[src/shared/mist_pkg.sv]
`default_nettype none
package mist_pkg;

  // ****************************************
  // field encodings
  // ****************************************
  localparam logic [1:0] TACHO_OFF     = 2'h0;
  localparam logic [1:0] TACHO_RISE    = 2'h1;
  localparam logic [1:0] TACHO_FALL    = 2'h2;
  localparam logic [1:0] TACHO_BOTH    = 2'h3;
  localparam logic [1:0] SEL_ENCODER   = 2'h3;
  localparam logic [1:0] INPUT_SEL_RST = 2'h0;
  localparam logic [2:0] SYNC_RST      = 3'h0;

  // ****************************************
  // modes
  // ****************************************
  typedef enum logic [5:0] {
    MIST_MODE_NONE       = 6'h01,
    MIST_MODE_POSITION   = 6'h02,
    MIST_MODE_SENSORLESS = 6'h04,
    MIST_MODE_TACHO      = 6'h08,
    MIST_MODE_ENCODER    = 6'h10,
    MIST_MODE_PORTS      = 6'h20
  } mist_mode_type;

  // per-pin role
  typedef struct packed {
    logic analog;      // comparator input, digital read disabled
    logic digital;     // digital sensor input, port read kept
    logic port;        // plain port pin
    logic offstate;    // reserved, not selected (sensorless)
    logic grounded;    // offstate and discharged to ground
  } mist_pin_type;

  typedef struct packed {
    logic sensor_mode_select;
    logic [1:0] tacho_edge_select;
    logic [1:0] input_select;
    logic motor_pin_release;
    logic offstate_discharge_select;
  } mist_cfg_type;

endpackage
`default_nettype wire

[src/design/mist_input_stage.sv]
// Behaviour
// - sensor mode: one input, both edges
// - sensorless: unselected pins reserved, selected one analog
// - unselected sensorless pins hi-z or ground
// - nonzero tacho field with release: tacho edge selection, inactive without release
// - encoder: both edges, a/b digital
// - release tacho: selected digital, comparator off
// - sensor with select 11: ports, comparator off
// - release, field 00, select not 11: analog, comparator on
// - analog pin blocks digital port read
// - digital sensor pin stays port readable
// - select preloaded, direct access loads now
// - direction: sample a on b falling
`timescale 1ns/1ns
`default_nettype none
module mist_input_stage (
  input  wire logic                   clock,
  input  wire logic                   resetn,
  input  wire logic                   clock_enable,
  input  wire mist_pkg::mist_cfg_type cfg,
  input  wire logic                   direct_access,
  input  wire logic                   commutation_event,
  input  wire logic                   motor_input_a,
  input  wire logic                   motor_input_b,
  input  wire logic                   motor_input_c,
  output logic [1:0]                  input_select_active,
  output mist_pkg::mist_mode_type     mode,
  output logic                        phase_comparator_on,
  output mist_pkg::mist_pin_type      pin_a,
  output mist_pkg::mist_pin_type      pin_b,
  output mist_pkg::mist_pin_type      pin_c,
  output logic [2:0]                  port_read_enable,
  output logic [2:0]                  port_pin_level,
  output logic                        sensor_event,
  output logic                        encoder_direction
);

  // ****************************************
  // pin synchronisers
  // ****************************************
  logic [2:0] pin_raw;
  logic [2:0] s1_q, s1_d, s2_q, s2_d, s3_q, s3_d, lvl_q, lvl_d, prev_q, prev_d;
  assign pin_raw = {motor_input_c, motor_input_b, motor_input_a};

  genvar g;
  generate
    for (g = 0; g < 3; g++) begin : g_sync
      always_comb begin
        s1_d[g]   = pin_raw[g];
        s2_d[g]   = s1_q[g];
        s3_d[g]   = s2_q[g];
        // a change counts once stages two and three agree
        lvl_d[g]  = (s2_q[g] == s3_q[g]) ? s3_q[g] : lvl_q[g];
        prev_d[g] = lvl_q[g];
      end
    end
  endgenerate

  always_ff @(posedge clock or negedge resetn) begin
    if (!resetn) begin
      s1_q   <= mist_pkg::SYNC_RST;
      s2_q   <= mist_pkg::SYNC_RST;
      s3_q   <= mist_pkg::SYNC_RST;
      lvl_q  <= mist_pkg::SYNC_RST;
      prev_q <= mist_pkg::SYNC_RST;
    end else if (clock_enable) begin
      s1_q   <= s1_d;
      s2_q   <= s2_d;
      s3_q   <= s3_d;
      lvl_q  <= lvl_d;
      prev_q <= prev_d;
    end
  end

  // ****************************************
  // input select preload
  // ****************************************
  logic [1:0] sel_q, sel_d;
  always_comb begin
    sel_d = sel_q;
    if (direct_access || commutation_event) begin
      sel_d = cfg.input_select;
    end
  end

  always_ff @(posedge clock or negedge resetn) begin
    if (!resetn) begin
      sel_q <= mist_pkg::INPUT_SEL_RST;
    end else if (clock_enable) begin
      sel_q <= sel_d;
    end
  end
  assign input_select_active = sel_q;

  // ****************************************
  // mode decode
  // ****************************************
  logic tacho_nz, sel_enc;
  assign tacho_nz = (cfg.tacho_edge_select != mist_pkg::TACHO_OFF);
  assign sel_enc  = (sel_q == mist_pkg::SEL_ENCODER);

  mist_pkg::mist_mode_type mode_c;
  always_comb begin
    mode_c = mist_pkg::MIST_MODE_NONE;
    if (tacho_nz) begin
      if (cfg.motor_pin_release) begin
        mode_c = sel_enc ? mist_pkg::MIST_MODE_ENCODER : mist_pkg::MIST_MODE_TACHO;
      end
    end else if (cfg.motor_pin_release) begin
      mode_c = sel_enc ? mist_pkg::MIST_MODE_PORTS : mist_pkg::MIST_MODE_POSITION;
    end else if (cfg.sensor_mode_select) begin
      mode_c = sel_enc ? mist_pkg::MIST_MODE_PORTS : mist_pkg::MIST_MODE_POSITION;
    end else if (!sel_enc) begin
      mode_c = mist_pkg::MIST_MODE_SENSORLESS;
    end
  end

  // ****************************************
  // pin roles and comparator
  // ****************************************
  logic [2:0] sel_hot, analog_v, digital_v, off_v;
  assign sel_hot = sel_enc ? 3'h0 : (3'h1 << sel_q);

  always_comb begin
    analog_v  = 3'h0;
    digital_v = 3'h0;
    off_v     = 3'h0;
    case (mode_c)
      mist_pkg::MIST_MODE_POSITION:   analog_v = sel_hot;
      mist_pkg::MIST_MODE_SENSORLESS: begin
        analog_v = sel_hot;
        off_v    = ~sel_hot;
      end
      mist_pkg::MIST_MODE_TACHO:      digital_v = sel_hot;
      mist_pkg::MIST_MODE_ENCODER:    digital_v = 3'h3;
      default:                        analog_v = 3'h0;
    endcase
  end

  logic comp_c;
  assign comp_c = (analog_v != 3'h0);

  // ****************************************
  // edge detection
  // ****************************************
  logic [2:0] rise, fall;
  logic       rise_s, fall_s, ev_c;
  assign rise   = lvl_q & ~prev_q;
  assign fall   = ~lvl_q & prev_q;
  assign rise_s = |(rise & sel_hot);
  assign fall_s = |(fall & sel_hot);

  always_comb begin
    ev_c = 1'h0;
    case (mode_c)
      mist_pkg::MIST_MODE_POSITION,
      mist_pkg::MIST_MODE_SENSORLESS: ev_c = rise_s | fall_s;
      mist_pkg::MIST_MODE_TACHO: begin
        case (cfg.tacho_edge_select)
          mist_pkg::TACHO_RISE: ev_c = rise_s;
          mist_pkg::TACHO_FALL: ev_c = fall_s;
          mist_pkg::TACHO_BOTH: ev_c = rise_s | fall_s;
          default:              ev_c = 1'h0;
        endcase
      end
      mist_pkg::MIST_MODE_ENCODER:    ev_c = |(rise[1:0] | fall[1:0]);
      default:                        ev_c = 1'h0;
    endcase
  end

  // ****************************************
  // output registers
  // ****************************************
  mist_pkg::mist_mode_type mode_q;
  mist_pkg::mist_pin_type  pa_d, pb_d, pc_d, pa_q, pb_q, pc_q;
  logic       comp_q, ev_q, dir_q, dir_d;
  logic [2:0] rd_q, rd_d, lv_q, lv_d;

  always_comb begin
    pa_d = '{analog: analog_v[0], digital: digital_v[0], port: ~(analog_v[0] | digital_v[0] | off_v[0]),
             offstate: off_v[0], grounded: off_v[0] & cfg.offstate_discharge_select};
    pb_d = '{analog: analog_v[1], digital: digital_v[1], port: ~(analog_v[1] | digital_v[1] | off_v[1]),
             offstate: off_v[1], grounded: off_v[1] & cfg.offstate_discharge_select};
    pc_d = '{analog: analog_v[2], digital: digital_v[2], port: ~(analog_v[2] | digital_v[2] | off_v[2]),
             offstate: off_v[2], grounded: off_v[2] & cfg.offstate_discharge_select};
    rd_d  = ~analog_v;
    lv_d  = lvl_q & rd_d;
    dir_d = dir_q;
    if (mode_c == mist_pkg::MIST_MODE_ENCODER && fall[1]) begin
      dir_d = lvl_q[0];
    end
  end

  always_ff @(posedge clock or negedge resetn) begin
    if (!resetn) begin
      mode_q <= mist_pkg::MIST_MODE_NONE;
      pa_q   <= '0;
      pb_q   <= '0;
      pc_q   <= '0;
      comp_q <= 1'h0;
      ev_q   <= 1'h0;
      dir_q  <= 1'h0;
      rd_q   <= 3'h0;
      lv_q   <= 3'h0;
    end else if (clock_enable) begin
      mode_q <= mode_c;
      pa_q   <= pa_d;
      pb_q   <= pb_d;
      pc_q   <= pc_d;
      comp_q <= comp_c;
      ev_q   <= ev_c;
      dir_q  <= dir_d;
      rd_q   <= rd_d;
      lv_q   <= lv_d;
    end
  end

  assign mode                = mode_q;
  assign phase_comparator_on = comp_q;
  assign pin_a               = pa_q;
  assign pin_b               = pb_q;
  assign pin_c               = pc_q;
  assign port_read_enable    = rd_q;
  assign port_pin_level      = lv_q;
  assign sensor_event        = ev_q;
  assign encoder_direction   = dir_q;

endmodule // mist_input_stage
`default_nettype wire

[config.mk]
export PLATFORM = sky130hd
export DESIGN_NAME = mist_input_stage
export DESIGN_NICKNAME = d
export VERILOG_FILES = /design/src/shared/mist_pkg.sv /design/src/design/mist_input_stage.sv
export SDC_FILE = /design/constraint.sdc
export NUM_CORES = 1
export LEC_CHECK = 0
export ABC_AREA = 1
export BUFFER_PORTS_ARGS = -buffer_cell sky130_fd_sc_hd__buf_2
export CAP_MARGIN = 10
export CORE_ASPECT_RATIO = 0.5
export CORE_UTILIZATION = 50
export DETAILED_ROUTE_END_ITERATION = 16
export GPL_TIMING_DRIVEN = 0
export HOLD_SLACK_MARGIN = 0.06
export PLACE_DENSITY = 0.84
export SYNTH_ARGS = -nofsm -noshare
export SYNTH_HDL_FRONTEND = slang
export SYNTH_SLANG_ARGS = --single-unit
[constraint.sdc]
create_clock -name clock -period 2.4 [get_ports clock]
set_input_delay 0.12 -clock clock [delete_from_list [all_inputs] [get_ports clock]]
set_output_delay 0.12 -clock clock [all_outputs]
set_load 0.01 [all_outputs]
* Yosys cells after proc, flatten, opt, wreduce, memory -nomap -nowiden
Index checks and enable logic that the tools add are counted.
Word-level totals: flip-flop bits (word level) 47, bits in latches 0, memory bits (writable) 0, bits in read-only memories 0, input port bits 15, output and inout bits 32, memories 0
Cells by class: add/subtract/negate cells 0, $mul 0, div/mod/pow operators 0, order comparisons 0, eq/ne operators 11, shift operators 1, mux-type cells 13, bitwise operators 23, reductions and logical operators 13
Operators by type and width (number):
- $mux 6 | 4
- $and 3x3->3 | 5
- $mux 3 | 4
- $not 3->3 | 4
- $mux 5 | 2
- $reduce_and 2->1 | 5
- $or 1x1->1 | 7
- $eq 2x2->1 const B | 3
- $eq 6x2->1 const B | 1
- $eq 6x3->1 const B | 1
- $eq 6x4->1 const B | 1
- $eq 6x5->1 const B | 1
- $pmux 1 s3 | 2
- $pmux 3 s2 | 1
- $reduce_or 3->1 | 2
- $reduce_or 2->1 | 2
- $and 1x1->1 | 3
- $eq 1x1->1 | 3
- $not 1->1 | 3
- $reduce_bool 3->1 | 1
- $shl 1x2->3 const A | 1
- $eq 2x1->1 const B | 1
- $or 2x2->2 | 1
- $reduce_bool 2->1 | 1
- 2 further kinds | 2

* Logic depth before layout (Yosys ltp)
Gate-level depths: netlist (run 1).
word-level depth 11, depth in mapped cells 9, depth with buffers taken out 9

* Least setup slack after synthesis (run 1)
OpenSTA, ideal clock, no wires.
kind register to register, start point register sel_q[0], in the netlist input_select_active[0], end point register pa_q, in the netlist pin_a[0], arrival 1.116 ns, required time 2.324 ns, path slack 1.208 ns, cell stages (with the launch flop) 6, path buffers 0, clock period less this slack 1.192 ns, path through dfrtp_1 -> nand2_2 -> nand4_1 -> nor2_1 -> nand2_1 -> o21ai_1
On the way: word-level cells in the longest chain between the ends 8, elaborated cells on any way between the ends 14
Ends and longest elaborated chain:
- start, declared | RTL line mist_input_stage.sv:78 | logic [1:0] sel_q, sel_d;
- start signal, assigned | RTL line mist_input_stage.sv:88 | sel_q <= mist_pkg::INPUT_SEL_RST;
- start signal, assigned | RTL line mist_input_stage.sv:90 | sel_q <= sel_d;
- $eq 2x2->1 | RTL line mist_input_stage.sv:100 | assign sel_enc = (sel_q == mist_pkg::SEL_ENCODER);
- $mux 3 or $mux 6 (tied branches) | RTL line mist_input_stage.sv:113, mist_input_stage.sv:110, mist_input_stage.sv:112
- $mux 6 | RTL line mist_input_stage.sv:111 | end else if (cfg.sensor_mode_select) begin
- $mux 6 | RTL line mist_input_stage.sv:109 | end else if (cfg.motor_pin_release) begin
- $mux 6 | RTL line mist_input_stage.sv:105 | if (tacho_nz) begin
- $eq 6x3->1 | RTL line mist_input_stage.sv:128 | case (mode_c)
- $mux 3 * | RTL line mist_input_stage.sv:128
- $and 1x1->1 * | RTL line mist_input_stage.sv:181 | offstate: off_v[0], grounded: off_v[0] & cfg.offstate_discharge_select};
- end signal, assigned | RTL line mist_input_stage.sv:207 | pa_q <= pa_d;
- end, declared | RTL line mist_input_stage.sv:175 | mist_pkg::mist_pin_type pa_d, pb_d, pc_d, pa_q, pb_q, pc_q;
Every way passes the cells marked *; elsewhere a longest branch is shown, timed or not. A chain may end at the register's enable or synchronous reset.

* Worst setup path after layout (run 1)
start point register sel_q[0], in the netlist input_select_active[0], end point register pc_q, in the netlist pin_c[0]
On the way: word-level cells in the longest chain between the ends 8, elaborated cells on any way between the ends 14
Ends and longest elaborated chain:
- $eq 2x2->1 | RTL line mist_input_stage.sv:100
- $mux 3 or $mux 6 (tied branches) | RTL line mist_input_stage.sv:113, mist_input_stage.sv:110, mist_input_stage.sv:112
- $mux 6 | RTL line mist_input_stage.sv:111
- $mux 6 | RTL line mist_input_stage.sv:109
- $mux 6 | RTL line mist_input_stage.sv:105
- $eq 6x3->1 | RTL line mist_input_stage.sv:128
- $mux 3 * | RTL line mist_input_stage.sv:128
- $and 1x1->1 * | RTL line mist_input_stage.sv:185 | offstate: off_v[2], grounded: off_v[2] & cfg.offstate_discharge_select};
- end signal, assigned | RTL line mist_input_stage.sv:209 | pc_q <= pc_d;
- end, declared | RTL line mist_input_stage.sv:175
Marks and branches as above.

==> results.yml, run 1 <==
sta:
  clock.fmax_mhz: 720
  totalNegativeSetupSlack_ns: 0
  rsz0062_at_grt: "no"
  maxSlewViolCount: 0
  finalHoldViolations: 0
  setup_viol: 0
  fin_crit_ns: 1.39
  timing.final.ws_setup_ns: 1.01
  worstMarginPinSlew_ns: 1.00
  clock-skew-final_ns: 0.0116
  slew_headroom_pct: 33.2
  fin_crit_sh_pct: 57.9
die:
  start_util_pct: 55.3
  row_count: 15
  top_level_ports: 47
  dieArea_um2: 4300
  coreArea_um2: 3640
  die_y_um: 46.9
  die_x_um: 91.7
place:
  port_buffers: 46
  routabilityCongestion: 0.862
  dp_hpwl_mm: 3.33
  dp_worst_setup_slack_ns: 1.04
logic_synthesis:
  ys_seq_area_share_pct: 58.5
  synth_top_area_share_pct: 57.2
  syn_nets: 252
  synthTopCellsByArea: "dfrtp_1 57%, nand2_1 14%, o21ai_0 6.5%"
  ys_ff_latch: 47
  yosys.area.top_type: "dfrtp_1"
  yosysUniqueCellTypes: 23
  syn_avg_cell_area_um2: 8.64
  netlist_area_um2: 2010
  postSynthCellCount: 233
  yosysWarnings: 0
finish:
  layout_common_cells: "77 x nand2_1, 50 x buf_2, 46 x dfrtp_1"
  num-nets-final: 309
  layout-drive-gt1-share_pct: 22.0
  layout_commonest_cell: "nand2_1"
  seq_area_um2: 1180
  diodes: 0
  multi_input_area_um2: 729
  postLayoutCoreUtil_pct: 67.0
  fillers: 302
  syn2layout_area_growth_pct: 21.1
critical_path:
  max_stage_delay_ns: 0.49
  crit_chain: "nand2_2 > nand4_1 > nor2_1 > nand2_1 > o21ai_1"
  critPathArrivalTime_ns: 1.63
  crit_type: "flip-flop to flip-flop"
  worstPathRequired_ns: 2.64
  slowest_stage: "dfrtp_1"
  crit_path_max_fanout: 8
  end_kind: "flip-flop"
  crit_path_start_kind: "flip-flop"
power:
  vdd_drop_max_mv: 0.514
  leakage_nw: 1.31
  power-per-cell-area_nw_per_um2: 722
global_route:
  grt_pass1_vias: 1634
  grt_max_degree: 48
  gr-usage-all-layers_pct: 23.9
  overflow: 0
  grt_pass1_wl_mm: 7.51
  antenna_found_initial: 0
drt:
  drt_iter0_drc: 128
  drtPass1Iterations: 4
  viasPerCell: 5.14
  wl_per_cell_um: 13.7
  ant_nets: 0
  routed_wl_mm: 4.69
  drc: 0
  vias: 1757
clocking:
  clk_pin_slew_ns: 0.09
  clkSinkCount: 47
  insertion_delay_ns: 0.30
  numCtsBuffers: 5
  h-tree-depth: 2
  post-cts-setup-buffers: 0
  cts_tree: "done"
  cts-root-buf: "clkbuf_8"
  cts.path.max_buffers: 2
  cts_resized: 0
run_status:
  status: "completed"
min_path:
  hp-class: "primary input to flip-flop"
run:
  timing.max_cap.violations: 0
-- kinds of logic (layout without fill, tap and decap cells) --
| family | after synthesis | after routing | share of synthesized area [%] |
|---|---|---|---|
| simple gates | 117 | 117 | 23.6 |
| flops | 47 | 47 | 58.5 |
| compound gates | 38 | 38 | 10.2 |
| buf+inv | 27 | 85 | 5.28 |
| fa+ha+maj | 4 | 4 | 2.49 |
-- sequential cells by signal, indices dropped and copies added, names as in the netlist, 2 cells and up --
signal / cells
pin_b: 5
prev_q: 3
s1_q: 3
s2_q: 3
input_select_active: 2
s3_q: 3
port_read_enable: 3
port_pin_level: 3
pin_a: 5
mode: 6
pin_c: 5
lvl_q: 3
-- per-layer routing --
layer	global-route usage, %	up-vias	wire length, um
met5	0	-	0
met2	41.7	63	2240
met1	30.3	825	2060
met4	10.6	0	99
met3	5.50	13	292
li1	-	856	-
-- critical path: cells and delay by family (launching register included) --
family	cells	cell delay [ns]
compound gates	1	0.13
simple gates	4	0.70
flops	1	0.49
-- layout make-up --
| class | instances | share of cell area [%] |
|---|---|---|
| multi-input combinational | 159 | 29.9 |
| timing repair buffer | 50 | 11.1 |
| inverter | 19 | 2.92 |
| buffer | 8 | 1.44 |
| clock inverter | 1 | 0.205 |
| sequential | 47 | 48.3 |
| clock buffer | 7 | 3.54 |
| tap | 51 | 2.62 |
-- cells in the mapped netlist (all sizes together) --
library cell and n:
nand4 3, dfrtp 46, a21oi 2, dfstp 1
clkbuf 4, nand3 6, o21ai 31, o211ai 1
o41ai 1, inv 19, ha 4, o31ai 2
nor2 25, o2111ai 1, nand2 78, buf 4
or2 1, nor3 4
-- through the flow --
step | hold slack (ns) | cells | power (mW) | cell area [um^2]
floorplan | -0.176 | 233 | 1.14 | 2010
global placement | 0.321 | 330 | 1.26 | 2310
detailed placement | 0.324 | 330 | 1.28 | 2310
CTS | 0.0809 | 342 | 1.77 | 2440
global route | 0.0898 | 342 | 1.86 | 2440
finish | 0.0865 | 342 | 1.76 | 2440
-- power breakdown --
group	internal (mW)	total, mW	switching [mW]
combinational	0.122	0.327	0.205
sequential	0.884	0.947	0.0627
clock	0.233	0.487	0.254
-- worst paths after layout --
path,cells past startpoint,to,slack [ns],startpoint
hold / removal,3,input_select_active[1],0.09,cfg[3]
setup reg to reg,5,pin_c[0],1.01,input_select_active[0]
setup / recovery,5,pin_c[0],1.01,input_select_active[0]
hold reg to reg,2,s2_q[2],0.47,s2_q[2]
min in group asynchronous,2,port_read_enable[2],0.55,resetn
max in group asynchronous,2,pin_a[2],1.23,resetn
-- what timing repair did --
item / CTS / global route
endpoints found under the setup margin: 0 / 0
endpoints found under the hold margin: 49 / 0
hold buffers: 4 / 0
Power figures use the tool's default switching activity.
==> run 2: changes to the inputs <==
Clock period 2.4 ns to 1.4 ns, I/O delays scaled along.
==> run 2 against run 1 <==
Largest cell class unchanged. Non-clock buffer count up 7. Routed wire length up 5.7%. Sequential power up 71%. Critical path depth up 1. Power up 76%. Register-to-register slack worse by 0.95 ns. Critical endpoint is now encoder_direction. Utilization up 2.3 points. Die area unchanged. Clock skew up 0.0019 ns.
==> results.yml, run 2 (synthesis gave the netlist of run 1 again) <==
die:
  coreArea_um2: 3640
  row_count: 15
  die_x_um: 91.7
  top_level_ports: 47
  start_util_pct: 55.3
  dieArea_um2: 4300
  die_y_um: 46.9
critical_path:
  worstPathRequired_ns: 1.58
  end_kind: "flip-flop"
  crit_path_max_fanout: 7
  crit_path_start_kind: "flip-flop"
  critPathArrivalTime_ns: 1.52
  crit_type: "flip-flop to flip-flop"
drt:
  top_layer_used: "met4"
  drtPass1Iterations: 4
  met3_length_um: 263
  ant_nets: 0
  wl_per_cell_um: 14.2
  routed_wl_mm: 4.96
  drc: 0
  wl_met2_mm: 2.35
  met1_length_mm: 2.25
  vias: 1812
  drt_iter0_drc: 101
  viasPerCell: 5.19
power:
  vdd_drop_max_mv: 0.924
  power-per-cell-area_nw_per_um2: 1230
  leakage_nw: 1.35
global_route:
  grt_max_degree: 48
  overflow: 0
  gr-usage-all-layers_pct: 24.2
  grt_pass1_wl_mm: 7.60
  grt_pass1_vias: 1678
  antenna_found_initial: 0
sta:
  worstMarginPinSlew_ns: 0.640
  fin_crit_sh_pct: 95.5
  slew_headroom_pct: 57.3
  rsz0062_at_grt: "yes"
  setup_viol: 0
  fin_crit_ns: 1.34
  timing.final.ws_setup_ns: 0.0629
  clock-skew-final_ns: 0.0135
  finalHoldViolations: 0
  clock.fmax_mhz: 748
  maxSlewViolCount: 0
finish:
  layout-drive-gt1-share_pct: 25.2
  layout_commonest_cell: "nand2_1"
  layoutNonFillerInstCount: 349
  diodes: 0
  syn2layout_area_growth_pct: 25.3
  layout_common_cells: "77 x nand2_1, 49 x buf_2, 44 x dfrtp_1"
  num-nets-final: 316
  largest_register_ff_count: 6
place:
  dp_worst_setup_slack_ns: 0.0371
  port_buffers: 46
  routabilityCongestion: 0.862
  dp_cells: 330
  dp_hpwl_mm: 3.33
clocking:
  cts-root-buf: "clkbuf_8"
  insertion_delay_ns: 0.31
  cts.path.max_buffers: 2
  clk_pin_slew_ns: 0.09
  clkSinkCount: 47
  numCtsBuffers: 5
  cts_tree: "done"
  h-tree-depth: 2
run_status:
  status: "completed"
run:
  timing.max_cap.violations: 0
min_path:
  hp-class: "primary input to flip-flop"
[run 2: changes by cell type in the layout (fill, tap and decap cells not counted), sizes merged]
cell / change
clkbuf: +1
dlygate4sd3: +2
buf: +4
[run 2: worst max-delay path, stage by stage, from the launching register on]
cell	delay, ns
dfrtp_2	0.46
nand2_4	0.09
buf_4	0.14
nor3_2	0.22
nand3_1	0.16
nand2_1	0.09
o21ai_1	0.06
[run 2: power breakdown]
group	internal [mW]	total, mW	leakage [nW]	switching [mW]
clock network	0.399	0.850	0.0482	0.451
registers	1.52	1.62	0.594	0.107
logic	0.244	0.620	0.704	0.375
[run 2: path summary, 6_finish.rpt]
path	slack, ns	cells past startpoint	start	to
max	0.06	6	input_select_active[0]	encoder_direction
min reg2reg	0.48	2	s1_q[2]	s1_q[2]
max in group asynchronous	0.59	2	resetn	input_select_active[0]
min in group asynchronous	0.35	2	resetn	s1_q[0]
max reg2reg	0.06	6	input_select_active[0]	encoder_direction
min	0.07	3	cfg[0]	pin_a[0]
[run 2: area by class of cell]
| class | instances | area (um^2) |
|---|---|---|
| plain buffers | 8 | 35.0 |
| clock buffers | 7 | 86.3 |
| clock inverters | 1 | 5.00 |
| fillers | 284 | 1120 |
| inverters | 19 | 71.3 |
| multi-input cells | 159 | 751 |
| flip-flops and latches | 47 | 1180 |
| well taps | 51 | 63.8 |
| repair buffers | 57 | 330 |
[run 2: stage by stage]
stage	cell area [um^2]	hold slack [ns]	utilization, %	setup TNS (ns)	power (mW)
6_report	2520	0.0724	69.3	0	3.09
5_1_grt	2520	0.0994	69.3	-0.0619	3.25
4_1_cts	2460	0.0697	67.5	0	3.04
3_5_place_dp	2310	0.274	63.4	0	2.20
3_3_place_gp	2310	0.271	63.4	0	2.16
2_1_floorplan	2010	-0.226	-	0	1.95
[run 2: per-layer routing]
layer,GRT usage [%],vias to the layer above
met5,0,-
met4,11.9,0
met3,5.99,13
met2,42.1,65
met1,30.0,861
li1,-,873
[run 2: what timing repair did]
item / CTS / global route
endpoints found under the setup margin: 0 / 9
gates resized for setup: 0 / 9
setup buffers: 0 / 5
hold buffers: 6 / 0
hold endpoints to repair: 51 / 0
